[src/hw/fesh_regs.svh]
`ifndef FESH_REGS_SVH
`define FESH_REGS_SVH
// ************************************************************
// command codes
// ************************************************************
`define FESH_CMD_READ_STATUS  8'h70
`define FESH_CMD_CHIP_SETUP   8'h30
`define FESH_CMD_CONFIRM      8'hd0
`define FESH_CMD_WRITE_SETUP  8'h40
`define FESH_CMD_WRITE_ALT    8'h10
`define FESH_CMD_READ_ARRAY   8'hff
`define FESH_CMD_CLEAR_STATUS 8'h50
// ************************************************************
// status_reg bit positions
// ************************************************************
`define FESH_SR_READY    7
`define FESH_SR_OP_ERR   5
`define FESH_SR_WR_ERR   4
`define FESH_SR_SUPPLY   3
`define FESH_SR_PROTECT  1
// ************************************************************
// bus timing, in ns and rounded up to 20 ns ref_clk cycles
// ************************************************************
`define FESH_T_WE_NS     60
`define FESH_WE_CYC      ((`FESH_T_WE_NS + 19) / 20)
`define FESH_T_OE_NS     100
`define FESH_OE_CYC      ((`FESH_T_OE_NS + 19) / 20)
`endif

[src/hw/fesh_pkg.sv]
package fesh_pkg;
  typedef enum logic [2:0]
  {
    FESH_OP_CHIP_ERASE  = 3'h1,
    FESH_OP_WRITE       = 3'h2,
    FESH_OP_CLEAR       = 3'h3,
    FESH_OP_READ_ARRAY  = 3'h4,
    FESH_OP_STATUS_ONLY = 3'h5
  } fesh_op_t;
  typedef enum logic [3:0]
  {
    FESH_RES_OK       = 4'h0,
    FESH_RES_SUPPLY   = 4'h1,
    FESH_RES_PROTECT  = 4'h2,
    FESH_RES_SEQUENCE = 4'h3,
    FESH_RES_OP_FAIL  = 4'h4
  } fesh_res_t;
endpackage : fesh_pkg

[src/hw/fesh_bus_cycle.sv]
`timescale 1ns/1ns
`default_nettype none
`include "fesh_regs.svh"
module fesh_bus_cycle
(
  input  wire logic        ref_clk,
  input  wire logic        rst,
  input  wire logic        start,
  input  wire logic        is_write,
  input  wire logic [19:0] addr,
  input  wire logic [15:0] wdata,
  output logic             done,
  output logic [15:0]      rdata_q,
  output logic [19:0]      mem_addr_q,
  output logic [15:0]      mem_dq_o_q,
  output logic             mem_dq_oe_q,
  input  wire logic [15:0] mem_dq_i,
  output logic             mem_ce_n_q,
  output logic             mem_we_n_q,
  output logic             mem_oe_n_q
);
  logic [3:0] cnt_q;
  logic       busy_q;
  logic       wr_q;
  logic       done_q;
  // done rises on the capture edge, together with rdata_q, so the caller never reads a stale rdata_q
  assign done = done_q;
  always_ff @(posedge ref_clk)
  begin
    if (rst)
      done_q <= 1'b0;
    else
      done_q <= busy_q && (cnt_q == 4'h0);
  end
  always_ff @(posedge ref_clk)
  begin
    if (rst)
    begin
      busy_q <= 1'b0;
      cnt_q <= 4'h0;
      wr_q <= 1'b0;
      mem_addr_q <= 20'h00000;
      mem_dq_o_q <= 16'h0000;
      mem_dq_oe_q <= 1'b0;
      mem_ce_n_q <= 1'b1;
      mem_we_n_q <= 1'b1;
      mem_oe_n_q <= 1'b1;
      rdata_q <= 16'h0000;
    end
    else if (!busy_q && start)
    begin
      busy_q <= 1'b1;
      wr_q <= is_write;
      cnt_q <= is_write ? 4'(`FESH_WE_CYC) : 4'(`FESH_OE_CYC);
      mem_addr_q <= addr;
      mem_dq_o_q <= wdata;
      mem_dq_oe_q <= is_write;
      mem_ce_n_q <= 1'b0;
      mem_we_n_q <= !is_write;
      mem_oe_n_q <= is_write;
    end
    else if (busy_q)
    begin
      if (cnt_q == 4'h0)
      begin
        // data is latched on the strobe's rising edge, so dq is released on the same edge as the strobes
        busy_q <= 1'b0;
        mem_ce_n_q <= 1'b1;
        mem_we_n_q <= 1'b1;
        mem_oe_n_q <= 1'b1;
        mem_dq_oe_q <= 1'b0;
        if (!wr_q)
          rdata_q <= mem_dq_i;
      end
      else
        cnt_q <= cnt_q - 4'h1;
    end
  end
endmodule : fesh_bus_cycle
`default_nettype wire

[src/hw/fesh_host.sv]
// Summary of operation
// - read-status is issued and bit 7 polled until ready before each operation except read-array; bit 7 is polled again after erase and write.
// - chip erase is a setup write then a confirm write, both at any address.
// - word write is a setup write of either code then the data at the target address.
// - the full check may run after each operation or after a series.
// - status is cleared after an error before retry.
// - the full check looks at supply, protect, sequence, then operation error in order.
// - read-array is written after the last operation.
`timescale 1ns/1ns
`default_nettype none
`include "fesh_regs.svh"
module fesh_host
(
  input  wire logic        ref_clk,
  input  wire logic        rst,
  input  wire logic        cmd_valid,
  output logic             cmd_ready,
  input  wire logic [2:0]  cmd_op,
  input  wire logic        cmd_byte_code,
  input  wire logic        cmd_check,
  input  wire logic [19:0] cmd_addr,
  input  wire logic [15:0] cmd_data,
  output logic             rsp_valid_q,
  output logic [3:0]       rsp_result_q,
  output logic [7:0]       rsp_status_q,
  output logic [19:0]      mem_addr_q,
  output logic [15:0]      mem_dq_o_q,
  output logic             mem_dq_oe_q,
  input  wire logic [15:0] mem_dq_i,
  output logic             mem_ce_n_q,
  output logic             mem_we_n_q,
  output logic             mem_oe_n_q
);
  // ************************************************************
  // sequencer states
  // ************************************************************
  typedef enum logic [7:0]
  {
    FESH_S_IDLE   = 8'h01,
    FESH_S_PRE_RS = 8'h02,
    FESH_S_PRE_RD = 8'h04,
    FESH_S_WR1    = 8'h08,
    FESH_S_WR2    = 8'h10,
    FESH_S_POST   = 8'h20,
    FESH_S_ARRAY  = 8'h40,
    FESH_S_DONE   = 8'h80
  } fesh_state_t;
  fesh_state_t       state_q;
  fesh_pkg::fesh_op_t op_q;
  logic              byte_q;
  logic              check_q;
  logic [19:0]       addr_q;
  logic [15:0]       data_q;
  logic              cyc_start;
  logic              cyc_wr;
  logic [19:0]       cyc_addr;
  logic [15:0]       cyc_wdata;
  logic              cyc_done;
  logic [15:0]       cyc_rdata;
  logic              issued_q;
  // ************************************************************
  // status decode, checked in fixed priority order
  // ************************************************************
  function automatic fesh_pkg::fesh_res_t fesh_decode(input logic [7:0] sr);
    if (sr[`FESH_SR_SUPPLY])
      return fesh_pkg::FESH_RES_SUPPLY;
    else if (sr[`FESH_SR_PROTECT])
      return fesh_pkg::FESH_RES_PROTECT;
    else if (sr[`FESH_SR_OP_ERR] && sr[`FESH_SR_WR_ERR])
      return fesh_pkg::FESH_RES_SEQUENCE;
    else if (sr[`FESH_SR_OP_ERR] || sr[`FESH_SR_WR_ERR])
      return fesh_pkg::FESH_RES_OP_FAIL;
    else
      return fesh_pkg::FESH_RES_OK;
  endfunction : fesh_decode
  assign cmd_ready = (state_q == FESH_S_IDLE);
  fesh_bus_cycle u_cycle
  (
    .ref_clk     (ref_clk),
    .rst         (rst),
    .start       (cyc_start),
    .is_write    (cyc_wr),
    .addr        (cyc_addr),
    .wdata       (cyc_wdata),
    .done        (cyc_done),
    .rdata_q     (cyc_rdata),
    .mem_addr_q  (mem_addr_q),
    .mem_dq_o_q  (mem_dq_o_q),
    .mem_dq_oe_q (mem_dq_oe_q),
    .mem_dq_i    (mem_dq_i),
    .mem_ce_n_q  (mem_ce_n_q),
    .mem_we_n_q  (mem_we_n_q),
    .mem_oe_n_q  (mem_oe_n_q)
  );
  // ************************************************************
  // bus cycle selection per state
  // ************************************************************
  always_comb
  begin
    cyc_start = 1'b0;
    cyc_wr = 1'b1;
    cyc_addr = addr_q;
    cyc_wdata = 16'h0000;
    case (state_q)
      FESH_S_PRE_RS:
      begin
        cyc_start = !issued_q;
        cyc_wdata = {8'h00, `FESH_CMD_READ_STATUS};
      end
      FESH_S_PRE_RD, FESH_S_POST:
      begin
        // status stays readable after the command write, so polling is reads only
        cyc_start = !issued_q;
        cyc_wr = 1'b0;
      end
      FESH_S_WR1:
      begin
        cyc_start = !issued_q;
        if (op_q == fesh_pkg::FESH_OP_CHIP_ERASE)
          cyc_wdata = {8'h00, `FESH_CMD_CHIP_SETUP};
        else if (op_q == fesh_pkg::FESH_OP_WRITE)
          cyc_wdata = {8'h00, byte_q ? `FESH_CMD_WRITE_ALT : `FESH_CMD_WRITE_SETUP};
        else
          cyc_wdata = {8'h00, `FESH_CMD_CLEAR_STATUS};
      end
      FESH_S_WR2:
      begin
        cyc_start = !issued_q;
        if (op_q == fesh_pkg::FESH_OP_CHIP_ERASE)
          cyc_wdata = {8'h00, `FESH_CMD_CONFIRM};
        else
          cyc_wdata = data_q;
      end
      FESH_S_ARRAY:
      begin
        cyc_start = !issued_q;
        cyc_wdata = {8'h00, `FESH_CMD_READ_ARRAY};
      end
      default:
      begin
        cyc_start = 1'b0;
      end
    endcase
  end
  always_ff @(posedge ref_clk)
  begin
    if (rst)
      issued_q <= 1'b0;
    else if (cyc_done)
      issued_q <= 1'b0;
    else if (cyc_start)
      issued_q <= 1'b1;
  end
  // ************************************************************
  // request capture
  // ************************************************************
  always_ff @(posedge ref_clk)
  begin
    if (rst)
    begin
      op_q <= fesh_pkg::FESH_OP_STATUS_ONLY;
      byte_q <= 1'b0;
      check_q <= 1'b0;
      addr_q <= 20'h00000;
      data_q <= 16'h0000;
    end
    else if (cmd_valid && cmd_ready)
    begin
      op_q <= fesh_pkg::fesh_op_t'(cmd_op);
      byte_q <= cmd_byte_code;
      check_q <= cmd_check;
      addr_q <= cmd_addr;
      data_q <= cmd_data;
    end
  end
  // ************************************************************
  // sequencer
  // ************************************************************
  always_ff @(posedge ref_clk)
  begin
    if (rst)
      state_q <= FESH_S_IDLE;
    else
      case (state_q)
        FESH_S_IDLE:
          if (cmd_valid)
            state_q <= (fesh_pkg::fesh_op_t'(cmd_op) == fesh_pkg::FESH_OP_READ_ARRAY) ? FESH_S_ARRAY : FESH_S_PRE_RS;
        FESH_S_PRE_RS:
          if (cyc_done)
            state_q <= FESH_S_PRE_RD;
        FESH_S_PRE_RD:
          if (cyc_done && cyc_rdata[`FESH_SR_READY])
            state_q <= (op_q == fesh_pkg::FESH_OP_STATUS_ONLY) ? FESH_S_DONE : FESH_S_WR1;
        FESH_S_WR1:
          if (cyc_done)
            state_q <= (op_q == fesh_pkg::FESH_OP_CLEAR) ? FESH_S_DONE : FESH_S_WR2;
        FESH_S_WR2:
          if (cyc_done)
            state_q <= FESH_S_POST;
        FESH_S_POST:
          if (cyc_done && cyc_rdata[`FESH_SR_READY])
            state_q <= FESH_S_DONE;
        FESH_S_ARRAY:
          if (cyc_done)
            state_q <= FESH_S_DONE;
        default:
          state_q <= FESH_S_IDLE;
      endcase
  end
  // ************************************************************
  // response; the decode is skipped when the caller defers the check
  // ************************************************************
  always_ff @(posedge ref_clk)
  begin
    if (rst)
    begin
      rsp_valid_q <= 1'b0;
      rsp_result_q <= 4'h0;
      rsp_status_q <= 8'h00;
    end
    else
    begin
      rsp_valid_q <= 1'b0;
      if (state_q == FESH_S_DONE)
      begin
        rsp_valid_q <= 1'b1;
        rsp_status_q <= cyc_rdata[7:0];
        if (check_q && (op_q != fesh_pkg::FESH_OP_READ_ARRAY) && (op_q != fesh_pkg::FESH_OP_CLEAR))
          rsp_result_q <= fesh_decode(cyc_rdata[7:0]);
        else
          rsp_result_q <= fesh_pkg::FESH_RES_OK;
      end
    end
  end
endmodule : fesh_host
`default_nettype wire

[config.mk]
export PLATFORM = sky130hd
export DESIGN_NAME = fesh_host
export DESIGN_NICKNAME = d
export VERILOG_FILES = /design/src/hw/fesh_pkg.sv /design/src/hw/fesh_bus_cycle.sv /design/src/hw/fesh_host.sv
export VERILOG_INCLUDE_DIRS = /design/src /design/src/hw
export SDC_FILE = /design/constraint.sdc
export NUM_CORES = 1
export LEC_CHECK = 0
export BUFFER_PORTS_ARGS = -buffer_cell sky130_fd_sc_hd__buf_2
export CORE_MARGIN = 2
export CORE_UTILIZATION = 53
export DETAILED_ROUTE_END_ITERATION = 12
export PLACE_DENSITY = 0.85
export SYNTH_ARGS = -nofsm -noshare
export SYNTH_HDL_FRONTEND = slang
export SYNTH_SLANG_ARGS = --single-unit
[constraint.sdc]
create_clock -name ref_clk -period 2.8 [get_ports ref_clk]
set_clock_uncertainty 0.05 [all_clocks]
set_input_delay 0.14 -clock ref_clk [delete_from_list [all_inputs] [get_ports ref_clk]]
set_output_delay 0.14 -clock ref_clk [all_outputs]
set_load 0.02 [all_outputs]
### Word level (Yosys, flattened, before mapping)

Index checks and enable logic that the tools add are counted.

* bits in registers: 118
* latch bits: 0
* word-level logic and storage cells: 106
* bits in read-only memories: 0
* output and inout bits: 54
* RAM bits: 0
* bits of input ports: 60
* memories: 0

* divide/modulo/power cells: 0
* equal/unequal tests: 23
* reductions and logical operators: 20
* shift operators: 0
* $lt $le $gt $ge: 0
* multiplexer cells: 39
* multipliers: 0
* bitwise gates (word level): 2
* add/subtract/negate cells: 1

Operator list (count)
* 8-bit two-way mux: 9
* 16-bit case mux with 4 select lines: 1
* 8-bit case mux with 7 select lines: 1
* 7-bit two-way mux: 4
* 16-bit two-way mux: 1
* 4-bit two-way mux: 4
* 3-bit two-way mux: 5
* 1-bit two-way mux: 14
* 8-bit by 1-bit == test with 1-bit output (second input constant): 1
* 8-bit by 2-bit == test with 1-bit output (second input constant): 1
* 8-bit by 3-bit == test with 1-bit output (second input constant): 1
* 8-bit by 4-bit == test with 1-bit output (second input constant): 1
* 8-bit by 5-bit == test with 1-bit output (second input constant): 1
* 8-bit by 6-bit == test with 1-bit output (second input constant): 1
* 8-bit by 7-bit == test with 1-bit output (second input constant): 1
* 8-bit == test (second input constant): 1
* 2-bit by 1-bit != test with 1-bit output (second input constant): 4
* 2-bit != test (second input constant): 4
* 1-bit logical AND: 7
* 7-bit AND reduction: 1
* 3-bit by 2-bit == test with 1-bit output (second input constant): 2
* 3-bit == test (second input constant): 2
* 6-bit OR reduction: 1
* 4-bit logical NOT: 1
* other kinds (11): 16

### Depth between registers and ports, before layout

Gate-level depths: netlist of run 1.

* word-level depth: 6
* depth in mapped cells: 9
* mapped depth without buffers: 7

### Cells and area by module

A second synthesis of run 1 with hierarchy kept.

* cell total of the unflattened synthesis: 628
* area, all modules: 5079.9 um^2

Modules (own cells, without submodules)
* fesh_host: sequential area each 1241.2 um^2, cells an instance 345, area each 2718.9 um^2, instances 1
* fesh_bus_cycle: sequential area each 1261.2 um^2, cells an instance 283, area each 2361.0 um^2, instances 1

### Least setup slack after synthesis of run 1

No wires, ideal clock.

* kind: register -> register
* from: register state_q[5]
* to: register u_cycle.mem_we_n_q
* arrival: 1.796 ns
* clock period less this slack: 1.960 ns
* slack: 0.840 ns
* required time: 2.636 ns
* stages on the path, launching flop included: 9
* library setup time: 0.114 ns
* buffers on the path: 2
* cell sequence: dfxtp_1 > nor4_2 > and4b_1 > nand2b_1 > buf_4 > o21a_1 > buf_6 > or3_1 > a21o_1

* longest elaborated chain between the ends: 6
* elaborated cells on any way between the ends: 14
* those cells by class: 6 x eq/ne; 2 x mux; 6 x reduce/logical

Ends and longest elaborated chain
* from (decl): RTL line fesh_host.sv:48 `fesh_state_t state_q;`
* from (signal assigned): RTL line fesh_host.sv:187 `state_q <= (fesh_pkg::fesh_op_t'(cmd_op) == fesh_pkg::FESH_OP_READ_ARRAY) ? FESH_S_ARRAY : FESH_S_PRE_RS;`
* from (signal assigned): RTL line fesh_host.sv:193 `state_q <= (op_q == fesh_pkg::FESH_OP_STATUS_ONLY) ? FESH_S_DONE : FESH_S_WR1;`
* from (signal assigned): RTL line fesh_host.sv:196 `state_q <= (op_q == fesh_pkg::FESH_OP_CLEAR) ? FESH_S_DONE : FESH_S_WR2;`
* 8-bit by 7-bit == test with 1-bit output (tied with other cells): RTL line fesh_host.sv:104 `case (state_q)`
* 6-bit OR reduction (no line)
* 1-bit two-way mux
* 1-bit logical AND: RTL line fesh_bus_cycle.sv:50 `else if (!busy_q && start)`
* 2-bit nonzero test (no line)
* 2-bit AND reduction (no line)
* to (signal assigned): RTL line fesh_bus_cycle.sv:59 `mem_we_n_q <= !is_write;`
* to (decl): RTL line fesh_bus_cycle.sv:19 `output logic mem_we_n_q,`

Several ways; a longest one is shown, not always the timed one.
A chain may end at the register's enable or synchronous reset.

### Worst setup path after layout of run 1

* from: register state_q[5]
* to: register u_cycle.mem_dq_o_q[13]

* longest elaborated chain between the ends: 4
* elaborated cells on any way between the ends: 10
* those cells by class: 6 x eq/ne; 2 x mux; 2 x reduce/logical

Ends and longest elaborated chain
* 8-bit by 7-bit == test with 1-bit output (tied with other cells): RTL line fesh_host.sv:104
* 6-bit OR reduction (no line)
* 1-bit two-way mux
* 1-bit logical AND: RTL line fesh_bus_cycle.sv:50
* to (signal assigned): RTL line fesh_bus_cycle.sv:56 `mem_dq_o_q <= wdata;`
* to (decl): RTL line fesh_bus_cycle.sv:15 `output logic [15:0] mem_dq_o_q,`

Several ways; a longest one is shown, not always the timed one.

==> metrics.md, run 1 <==
| Metric | Value |
|---|---|
| Final-report setup violation count | `0` |
| Share of the synthesized area in compound gates (AO/OA/AOI/OAI) | `0.158` |
| Starting density of the core | `0.551` |
| Number of distinct standard cells referenced by the synthesized netlist | `44` |
| Most common flop cell mapped by yosys | `sky130_fd_sc_hd__dfxtp_1` |
| Count of mapped cells out of synthesis | `555` |
| Inserted Clock Buffers | `17` |
| Area fraction in and, or, nand and nor cells after synthesis | `0.237` |
| Number of detailed-routing iterations run before antenna repair | `5` |
| Mean instance size in the synthesized netlist | `8.24 um2` |
| Placer Congestion | `0.909` |
| Global route overflow | `0` |
| First-pass GRT wire length | `20.2 mm` |
| Slowest cell delay on critical path | `0.90 ns` |
| Cell Rows | `33` |
| Number of sinks on the clock net | `117` |
| Final worst setup slack | `0.262 ns` |
| Met2 track demand over resource in global routing | `0.453` |
| Met1 Track Usage GR | `0.307` |
| Placed cell count | `740` |
| Synth-to-layout area growth | `36.6%` |
| Count of state elements after synthesis | `117` |
| Clock edge transition at the registers on the reported setup and hold paths | `0.06 ns` |
| Pins over their slew limit | `0` |
| Proportion of register bits with asynchronous set or reset after synthesis | `0` |
| XOR/XNOR Fraction of Synth Area | `0.00574` |
| Source-to-sink clock delay at the later pin of the worst-skew pair | `0.51 ns` |
| Global routing usage summed across all routing layers | `0.263` |
| Worst hold stages | `3` |
| Maximum net fanout on the critical path | `25` |
| Portion of the clock cycle consumed by the worst path in the final layout | `0.906` |
| Final Routed Wirelength | `12.3 mm` |
| Share of cell area taken by muxes after synthesis | `0.0350` |
| Peak clock frequency supported by timing | `0.394 GHz` |
| Total negative slack for setup checks | `0 ns` |
| Kind of end point of the critical path | `flop` |
| Largest family of logic cells by synthesized area | `simple AND/OR/NAND/NOR gates` |
| Wirelength per Cell | `15.0 um` |
| Power density over the cells | `888 nW/um2` |
| Via/cell ratio | `5.45` |
| Worst setup SP type | `flop` |
| Bufs and invs on worst path | `1` |
| Setup repair after global routing missed its margin | `no` |
| Leakage power | `2.57 nW` |
| Cell at the root of the clock tree | `sky130_fd_sc_hd__clkbuf_8` |
| Cell family contributing the most delay on the critical path | `compound AO/OA/AOI/OAI gates` |
| Final total power | `5.55 mW` |
| Final-report hold violation count | `0` |
| Critical register-to-register path startpoint | `state_q[5]` |
| X dimension of the die | `96.9 um` |
| Clock Tree Buf Depth | `2` |
| Cell at the slowest stage of the critical path | `sky130_fd_sc_hd__o21ai_2` |
| Total vias in the final route | `4477` |
| Met3 capacity usage during global routing | `0.0600` |
| Total inserted antenna cells | `0` |
| Number of enable flip-flop cells after synthesis | `0` |
| Number of nets produced by synthesis | `617` |
| Total Nets Final | `765` |
| Initial antenna violation count | `0` |
| Share of final-layout standard cells stronger than drive strength 1 | `0.218` |
| Combined area of all synthesized cells | `4580 um2` |
| Ports | `114` |
| CP required | `3.19 ns` |
| Initial detailed-routing violation count | `319` |
| Worst setup path startpoint | `state_q[5]` |
| Busiest metal layer after global routing | `met2` |
| Slack of the worst reg-to-reg path | `0.26 ns` |
| Post-synth top cells | `sky130_fd_sc_hd__nand2_1 (158), sky130_fd_sc_hd__dfxtp_1 (117), sky130_fd_sc_hd__a21oi_1 (93)` |
| Maximum level of the CTS H-tree | `4` |
| Proportion of netlist area held by the largest area contributor | `0.512` |
| Count of unresolved DRC violations after routing | `0` |
| Most frequently used cell type in the post-synthesis netlist | `sky130_fd_sc_hd__nand2_1` |
| Worst Path Arrival | `2.93 ns` |
| Critical path type | `reg2reg` |
| Adder and majority gate portion of the synthesized area | `0.00547` |
| Floorplan Core Area | `8300 um2` |
| Seq/Total Area, Yosys | `0.512` |
| Number of gates given a new drive strength after cts | `0` |
| I/O Buffers | `104` |
| Critical path cell sequence | `nor4_2 -> and4b_1 -> nand2b_1 -> o21ai_2 -> buf_4 -> nand2_1 -> a21oi_1` |
| Fin util | `0.753` |
| Depth of the worst register-to-register path | `7` |
| Peak supply drop | `0.444 mV` |
| Number of warning messages in the yosys log | `0` |
| Max_cap viols | `0` |
| Clock tree from TritonCTS | `yes` |
| Launch point of the worst hold path | `cmd_valid` |
| Relative slew margins | `0.244` |
| Pre-CTS worst setup slack | `0.354 ns` |
| HP Class | `in2reg` |
| DIE HEIGHT | `96.9 um` |
| Top post-synthesis cells by area | `sky130_fd_sc_hd__dfxtp_1 (51%), sky130_fd_sc_hd__nand2_1 (13%), sky130_fd_sc_hd__a21oi_1 (10%), sky130_fd_sc_hd__mux2i_1 (3.5%), sky130_fd_sc_hd__nor2_1 (3.2%)` |
| Number of gates on the worst path with buffers counted | `7` |
| Cell Count, Final, Fillers Out | `821` |
| Residual antenna-violating net count after detailed routing | `0` |
| Pin count of the biggest net entering global routing | `74` |
| Estimated wirelength of the detail-placed design | `7.37 mm` |
| Number of global-route vias before repair | `4388` |
| Cell type with the highest aggregate area in the netlist | `sky130_fd_sc_hd__dfxtp_1` |
| Die ar. | `9390 um2` |
| Status | `completed` |
| Least-Margin Pin Slew | `1.13 ns` |
| Post-route minimum period | `2.54 ns` |
tightest hold or removal path, cell delays in order:
cell and delay (ns):
sky130_fd_sc_hd__buf_2 0.12, sky130_fd_sc_hd__nor2_1 0.09, sky130_fd_sc_hd__a211o_1 0.27
state kept, by name, indices dropped and copies added, names as in the netlist, 3 cells and up:
| signal | cells |
|---|---|
| u_cycle.cnt_q | 4 |
| addr_q | 20 |
| u_cycle.mem_dq_o_q | 16 |
| u_cycle.mem_addr_q | 20 |
| data_q | 16 |
| state_q | 8 |
| rsp_result_q | 3 |
| op_q | 3 |
| rsp_status_q | 8 |
| u_cycle.rdata_q | 8 |
what timing repair did:
item,4_1_cts,5_1_grt
hold buffers,49,0
hold endpoints to repair,49,0
setup buffers,0,0
path summary, 6_finish.rpt:
check,to
setup / recovery,u_cycle.mem_dq_o_q[13]
hold / removal,state_q[0]
setup reg to reg,u_cycle.mem_dq_o_q[13]
hold reg to reg,issued_q
cells in the final DEF (no fill, tap or decap), types with 3 or more instances in the layout:
cell type                       instances
sky130_fd_sc_hd__nand3_1               14
sky130_fd_sc_hd__a211oi_2               3
sky130_fd_sc_hd__nor3_1                 7
sky130_fd_sc_hd__a21oi_1               93
sky130_fd_sc_hd__buf_2                103
sky130_fd_sc_hd__nor2b_1                5
sky130_fd_sc_hd__dlygate4sd3_1         49
sky130_fd_sc_hd__o211ai_1               3
sky130_fd_sc_hd__nand4b_1               4
sky130_fd_sc_hd__nor2_1                39
sky130_fd_sc_hd__nand3b_1               3
sky130_fd_sc_hd__dfxtp_1              117
sky130_fd_sc_hd__nand2_1              158
sky130_fd_sc_hd__mux2i_1               16
sky130_fd_sc_hd__a31oi_1                4
sky130_fd_sc_hd__bufinv_16              4
sky130_fd_sc_hd__and2_1                 4
sky130_fd_sc_hd__xnor2_1                3
sky130_fd_sc_hd__nand2b_1               3
sky130_fd_sc_hd__a311oi_1               3
sky130_fd_sc_hd__buf_4                 12
sky130_fd_sc_hd__o21ai_0                5
sky130_fd_sc_hd__clkinvlp_4             4
sky130_fd_sc_hd__clkbuf_16             16
sky130_fd_sc_hd__inv_1                  6
where the power goes:
part / internal [mW] / leakage (nW) / total (mW) / switching [mW]
logic: 0.484 / 1.33 / 1.28 / 0.793
clock network: 1.47 / 0.288 / 2.23 / 0.763
registers: 1.89 / 0.950 / 2.05 / 0.160
total: 3.84 / 2.57 / 5.55 / 1.72
routing by layer:
layer / vias to the layer above / share of wire
met5: - / 0
met4: 0 / 0.028
met3: 40 / 0.054
met2: 172 / 0.50
met1: 2104 / 0.42
li1: 2161 / -
cell families after synthesis:
logic type,Yosys count
buffers and inverters,43
AND/OR/NAND/NOR,249
other,1
adder cells (fa/ha/maj),2
flip-flops,117
AO/OA/AOI/OAI,124
multiplexers,16
XOR/XNOR,3
layout make-up:
cell class              instances  area [um2]
multi-input cells             395        2020
flip-flops and latches        117        2340
well taps                     105         131
inverters                       7        26.3
clock buffers                  20         435
fillers                       588        2050
repair buffers                165        1120
clock inverters                12         178
per-stage QoR:
step / hold WS (ns) / instance area [um2]
after global placement: 0.322 / 5150
after detailed placement: 0.335 / 5150
after global routing: 0.114 / 6250
final: 0.111 / 6250
after CTS: 0.0813 / 6250
after floorplan: 0.215 / 4580
Note: power is estimated with default switching activity, not from simulation.
==> run 2, diff against run 1 <==
--- a/config.mk
+++ b/config.mk
@@ -7,6 +7,7 @@
 export NUM_CORES = 1
 export LEC_CHECK = 0
 export BUFFER_PORTS_ARGS = -buffer_cell sky130_fd_sc_hd__buf_2
+export CORE_ASPECT_RATIO = 1.75
 export CORE_MARGIN = 2
 export CORE_UTILIZATION = 53
 export DETAILED_ROUTE_END_ITERATION = 12
==> run 2 against run 1 <==
Against the previous run:
- critical path depth unchanged
- hold slack better by 0.088 ns
- core utilization shrank 1.6 points
- clock-buffer cell count up 3
- critical endpoint is now u_cycle.mem_dq_o_q[1]
==> metrics.md, run 2 (synthesized netlist as in run 1, its figures left out) <==
| Metric | Value |
|---|---|
| Status | `completed` |
| Clock edge transition at the registers on the reported setup and hold paths | `0.05 ns (about the same)` |
| Cell family contributing the most delay on the critical path | `simple AND/OR/NAND/NOR gates` |
| Placed cell count | `748 (+1.1%)` |
| Leakage power | `2.53 nW (-1.3%)` |
| Total inserted antenna cells | `0 (unchanged)` |
| X dimension of the die | `74.2 um (-23%)` |
| First-pass GRT wire length | `20.1 mm (about the same)` |
| Clock tree from TritonCTS | `yes` |
| Launch point of the worst hold path | `cmd_valid` |
| Depth of the worst register-to-register path | `7 (unchanged)` |
| Final-report setup violation count | `0 (unchanged)` |
| Cell area after placement | `5130 um2 (-0.29%)` |
| Relative slew margins | `0.559 (+0.315)` |
| Count of unresolved DRC violations after routing | `0 (unchanged)` |
| Worst Hold Endpoint | `state_q[0]` |
| Most common library cell in the layout ignoring fill and taps | `sky130_fd_sc_hd__nand2_1` |
| Kind of end point of the critical path | `flop` |
| Final-report hold violation count | `0 (unchanged)` |
| Number of gates on the worst path with buffers counted | `7 (unchanged)` |
| Critical path type | `reg2reg` |
| Residual antenna-violating net count after detailed routing | `0 (unchanged)` |
| Least-Margin Pin Slew | `0.662 ns (-0.472 ns)` |
| Synth-to-layout area growth | `34.8%` |
| Worst setup SP type | `flop` |
| Initial antenna violation count | `0 (unchanged)` |
| Maximum level of the CTS H-tree | `4 (unchanged)` |
| Ports | `114 (unchanged)` |
| Clock Tree Buf Depth | `2 (unchanged)` |
| Source-to-sink clock delay at the later pin of the worst-skew pair | `0.41 ns (-0.10 ns)` |
| Starting density of the core | `0.547 (-0.00453)` |
| Floorplan Core Area | `8370 um2 (+0.83%)` |
| Final-layout fill cell count | `570 (-3.1%)` |
| Power density over the cells | `860 nW/um2 (-3.2%)` |
| Final Instance Area | `6170 um2 (-1.3%)` |
| Setup repair after global routing missed its margin | `no` |
| Total negative slack for setup checks | `0 ns (unchanged)` |
| Biggest registers after layout | `addr_q: 20 flops, u_cycle.mem_addr_q: 20 flops` |
| Pin count of the biggest net entering global routing | `66 (-11%)` |
| Number of detailed-routing iterations run before antenna repair | `5 (unchanged)` |
| Inserted Clock Buffers | `17 (unchanged)` |
| Peak clock frequency supported by timing | `0.405 GHz (+2.8%)` |
| Critical R2R Capture | `u_cycle.mem_dq_o_q[1]` |
| Most used cells in the layout excluding fill and tap cells | `sky130_fd_sc_hd__nand2_1 (158), sky130_fd_sc_hd__dfxtp_1 (117), sky130_fd_sc_hd__buf_2 (103)` |
| Number of sinks on the clock net | `117 (unchanged)` |
| Bufs and invs on worst path | `1 (unchanged)` |
| Maximum net fanout on the critical path | `31 (+24%)` |
| Share of final-layout standard cells stronger than drive strength 1 | `0.208 (-0.00943)` |
| Cell Rows | `44 (+33%)` |
| Number of global-route vias before repair | `4499 (+2.5%)` |
| Cell at the root of the clock tree | `sky130_fd_sc_hd__clkbuf_16` |
| Via/cell ratio | `5.53 (+1.5%)` |
| Global route overflow | `0 (unchanged)` |
| Slack of the worst reg-to-reg path | `0.33 ns (+0.07 ns)` |
| Critical path cell sequence | `nor4_2 -> and4b_1 -> nand2b_1 -> o21a_1 -> buf_4 -> nor2_1 -> a211oi_2` |
| Global routing usage summed across all routing layers | `0.274 (+0.0111)` |
| DIE HEIGHT | `127 um (+31%)` |
| CP required | `3.08 ns (-0.11 ns)` |
| Pins over their slew limit | `0 (unchanged)` |
| Total vias in the final route | `4565 (+2.0%)` |
| Slowest cell delay on critical path | `0.50 ns (-0.40 ns)` |
| Number of gates given a new drive strength after cts | `0 (unchanged)` |
| Portion of the clock cycle consumed by the worst path in the final layout | `0.882 (-0.0245)` |
| Cell at the slowest stage of the critical path | `sky130_fd_sc_hd__nor4_2` |
| Worst Path Arrival | `2.75 ns (-0.18 ns)` |
| Critical register-to-register path startpoint | `state_q[4]` |
| Estimated wirelength of the detail-placed design | `7.49 mm (+1.6%)` |
| Final Routed Wirelength | `12.4 mm (+1.0%)` |
| Cell Count, Final, Fillers Out | `825 (+0.49%)` |
| I/O Buffers | `104 (unchanged)` |
| Total Nets Final | `763 (-0.26%)` |
| Final total power | `5.30 mW (-4.5%)` |
| Die ar. | `9420 um2 (+0.31%)` |
| Post-route minimum period | `2.47 ns (-0.0686 ns)` |
| Initial detailed-routing violation count | `282 (-12%)` |
| Wirelength per Cell | `15.1 um (+0.52%)` |
| Worst hold stages | `3 (unchanged)` |
| Peak supply drop | `0.572 mV (+29%)` |
| Placer Congestion | `0.923 (+1.5%)` |
| HP Class | `in2reg` |
| Max_cap viols | `0 (unchanged)` |
[run 2: timing repair]
item | in CTS | in global routing
endpoints found under the hold margin | 49 | 0
hold buffers | 49 | 0
buffers inserted | 0 | 0
[run 2: layout make-up]
cell class	count	area [um2]	share of cell area
timing repair buffer	163	1090	0.176
multi-input combinational	395	2020	0.328
sequential	117	2340	0.380
clock buffer	23	468	0.0759
tap	115	144	0.0233
clock inverter	5	77.6	0.0126
inverter	7	26.3	0.00426
[run 2: how the worst max path moves through the flow]
stage	from	to	slack, ns
floorplan	state_q[5]	u_cycle.mem_we_n_q	0.84
global placement	state_q[5]	u_cycle.mem_dq_o_q[6]	0.46
detailed placement	state_q[5]	u_cycle.mem_dq_o_q[6]	0.38
CTS	state_q[4]	u_cycle.mem_dq_o_q[0]	0.36
global route	state_q[4]	u_cycle.mem_dq_o_q[0]	0.06
finish	state_q[4]	u_cycle.mem_dq_o_q[1]	0.33
[run 2: per-layer routing]
metal | global-route usage | vias to the layer above | wire [um]
li1 | - | 2158 | -
met1 | 0.282 | 2157 | 4480
met2 | 0.497 | 209 | 6820
met3 | 0.0739 | 41 | 759
met4 | 0.125 | 0 | 385
met5 | 0 | - | 0
[run 2: tightest hold or removal path, stage by stage]
cell and delay [ns]:
sky130_fd_sc_hd__buf_2 0.12, sky130_fd_sc_hd__nor2_1 0.08, sky130_fd_sc_hd__a211o_1 0.26
[run 2: where the power goes]
part	switching [mW]	leakage, nW	internal (mW)
Clock	0.697	0.265	1.33
Combinational	0.776	1.32	0.455
Sequential	0.159	0.950	1.89
Total	1.63	2.53	3.67
[run 2: through the flow]
stage,util,hold WS (ns),setup slack (ns)
after floorplan,-,0.215,0.840
after global placement,0.613,0.320,0.460
after detailed placement,0.613,0.329,0.377
after CTS,0.737,0.182,0.364
after global routing,0.737,0.219,0.0561
final,0.737,0.199,0.330
==> run 3, diff against run 2 <==
--- a/config.mk
+++ b/config.mk
@@ -6,12 +6,12 @@
 export SDC_FILE = /design/constraint.sdc
 export NUM_CORES = 1
 export LEC_CHECK = 0
-export BUFFER_PORTS_ARGS = -buffer_cell sky130_fd_sc_hd__buf_2
 export CORE_ASPECT_RATIO = 1.75
 export CORE_MARGIN = 2
-export CORE_UTILIZATION = 53
+export CORE_UTILIZATION = 55
 export DETAILED_ROUTE_END_ITERATION = 12
-export PLACE_DENSITY = 0.85
+export DONT_BUFFER_PORTS = 1
+export PLACE_DENSITY = 0.75
 export SYNTH_ARGS = -nofsm -noshare
 export SYNTH_HDL_FRONTEND = slang
 export SYNTH_SLANG_ARGS = --single-unit
==> run 3 against run 2 <==
Against the previous run:
- critical path type unchanged
- sequential cell count stayed put
- largest cell class unchanged
- global-route usage down 0.52 points
- non-clock buffer count down 105
- die area is 3.5% lower
- maximum frequency decreased by 1.5%
- core utilization fell by 4.3 points
==> metrics.md, run 3 (synthesized netlist as in run 1, its figures left out) <==
| Metric | Value |
|---|---|
| Setup repair after global routing missed its margin | `no` |
| Switching share of power | `0.304 (-0.00411)` |
| Initial antenna violation count | `0 (unchanged)` |
| Total negative slack for setup checks | `0 ns (unchanged)` |
| Number of sinks on the clock net | `117 (unchanged)` |
| Switching pwr | `1.63 mW (-0.20%)` |
| Share of final-layout standard cells stronger than drive strength 1 | `0.0807 (-0.128)` |
| Synth-to-layout area growth | `24.4%` |
| Kind of end point of the critical path | `flop` |
| I/O Buffers | `0 (-100%)` |
| Maximum net fanout on the critical path | `20 (-35%)` |
| Total inserted antenna cells | `0 (unchanged)` |
| HP Class | `in2reg` |
| Worst setup SP type | `flop` |
| Final Routed Wirelength | `11.5 mm (-7.4%)` |
| Number of detailed-routing iterations run before antenna repair | `5 (unchanged)` |
| Relative slew margins | `0.539 (-0.0202)` |
| Portion of the clock cycle consumed by the worst path in the final layout | `0.896 (+0.0136)` |
| Combinational power share | `0.203 (-0.029)` |
| Clk network pwr share | `0.404 (+0.022)` |
| Residual antenna-violating net count after detailed routing | `0 (unchanged)` |
| Min Hold Slack | `0.0561 ns (-0.143 ns)` |
| Pin count of the biggest net entering global routing | `118 (+79%)` |
| Cell Count, Final, Fillers Out | `699 (-15%)` |
| Most used cells in the layout excluding fill and tap cells | `sky130_fd_sc_hd__nand2_1 (158), sky130_fd_sc_hd__dfxtp_1 (117), sky130_fd_sc_hd__a21oi_1 (93)` |
| Initial detailed-routing violation count | `367 (+30%)` |
| Cell at the root of the clock tree | `sky130_fd_sc_hd__clkbuf_16` |
| Leakage power | `2.08 nW (-18%)` |
| Global routing usage summed across all routing layers | `0.269 (-0.00522)` |
| Least-Margin Pin Slew | `0.692 ns (+0.0301 ns)` |
| Status | `completed` |
| Pins over their slew limit | `0 (unchanged)` |
| Wirelength per Cell | `16.5 um (+9.3%)` |
| Inserted Clock Buffers | `17 (unchanged)` |
| Biggest registers after layout | `addr_q: 20 flops, u_cycle.mem_addr_q: 20 flops` |
| Count of unresolved DRC violations after routing | `0 (unchanged)` |
| Placed cell count | `619 (-17%)` |
| Peak clock frequency supported by timing | `0.399 GHz (-1.5%)` |
| Total vias in the final route | `4004 (-12%)` |
| Clock Tree Buf Depth | `2 (unchanged)` |
| Starting density of the core | `0.558 (+0.0110)` |
| Final-report setup violation count | `0 (unchanged)` |
| Source-to-sink clock delay at the later pin of the worst-skew pair | `0.41 ns (about the same)` |
| Maximum level of the CTS H-tree | `4 (unchanged)` |
| X dimension of the die | `73.0 um (-1.7%)` |
| Peak supply drop | `0.584 mV (+2.2%)` |
| Critical path type | `reg2reg` |
| Clock edge transition at the registers on the reported setup and hold paths | `0.05 ns (about the same)` |
| Floorplan Core Area | `8200 um2 (-2.0%)` |
| Clock tree from TritonCTS | `yes` |
| Most common library cell in the layout ignoring fill and taps | `sky130_fd_sc_hd__nand2_1` |
| Worst Path Arrival | `2.78 ns (+0.03 ns)` |
| Cell Rows | `44 (unchanged)` |
| Int Pwr | `3.74 mW (+1.8%)` |
| Post-route minimum period | `2.51 ns (+0.0380 ns)` |
| Sequential cell fraction of total power | `0.393 (+0.007)` |
| Estimated wirelength of the detail-placed design | `6.84 mm (-8.6%)` |
| Via/cell ratio | `5.73 (+3.5%)` |
| First-pass GRT wire length | `19.1 mm (-5.4%)` |
| Max_cap viols | `0 (unchanged)` |
| Global route overflow | `0 (unchanged)` |
| Placer Congestion | `0.846 (-8.3%)` |
| DIE HEIGHT | `125 um (-1.8%)` |
| Final-report hold violation count | `0 (unchanged)` |
| Number of gates given a new drive strength after cts | `0 (unchanged)` |
| Ports | `114 (unchanged)` |
| Power density over the cells | `943 nW/um2 (+9.6%)` |
| Die ar. | `9090 um2 (-3.5%)` |
| CP required | `3.08 ns (about the same)` |
| Total Nets Final | `658 (-14%)` |
| Number of global-route vias before repair | `4084 (-9.2%)` |
## run 3: metal layers
metal / part of all wire / global-route usage / vias up / wire, um
met1: 0.37 / 0.272 / 1877 / 4300
met3: 0.051 / 0.0761 / 34 / 586
li1: - / - / 1939 / -
met5: 0 / 0 / - / 0
met4: 0.041 / 0.150 / 0 / 472
met2: 0.53 / 0.474 / 154 / 6170
## run 3: repair_timing
item | 4_1_cts | 5_1_grt
hold buffers | 50 | 0
hold endpoints to repair | 117 | 0
setup buffers | 0 | 0
## run 3: per-stage QoR
stage	worst slack [ns]	utilization	total power, mW	area, um2
after floorplan	0.840	-	2.94	4580
after global placement	0.414	0.558	3.08	4580
after detailed placement	0.353	0.558	3.12	4580
after CTS	0.340	0.694	5.37	5690
after global routing	0.0823	0.694	5.61	5690
final	0.292	0.694	5.37	5690
## run 3: worst paths after layout
kind,slack (ns),endpoint,cells past startpoint,startpoint
worst min-delay path,0.06,state_q[0],2,cmd_valid
worst min register to register,0.37,issued_q,1,u_cycle.done
worst max-delay path,0.29,u_cycle.mem_dq_o_q[15],7,state_q[4]
worst max register to register,0.29,u_cycle.mem_dq_o_q[15],7,state_q[4]
## run 3: final cells by class
| type | instances | area, um2 |
|---|---|---|
| fill | 590 | 2510 |
| sequential | 117 | 2340 |
| multi-input combinational | 395 | 2020 |
| timing repair buffer | 58 | 591 |
| clock buffer | 20 | 467 |
| clock inverter | 10 | 130 |
| tap | 92 | 115 |
| inverter | 7 | 26.3 |
## run 3: power by group through the flow
stage          logic [mW]  clock network, mW  registers [mW]
6_report             1.09               2.17            2.11
5_1_grt              1.20               2.27            2.14
4_1_cts              1.07               2.19            2.11
3_5_place_dp        0.978                  0            2.14
3_3_place_gp        0.952                  0            2.13
2_1_floorplan       0.855                  0            2.09
## run 3: worst max-delay path, stage by stage, from the launching register on
cell and delay, ns:
sky130_fd_sc_hd__dfxtp_1 0.46, sky130_fd_sc_hd__nor4_2 0.13, sky130_fd_sc_hd__and4b_1 0.21, sky130_fd_sc_hd__nand2b_1 0.29
sky130_fd_sc_hd__o21ai_2 0.64, sky130_fd_sc_hd__buf_4 0.38, sky130_fd_sc_hd__nand2_1 0.09, sky130_fd_sc_hd__a21oi_1 0.16
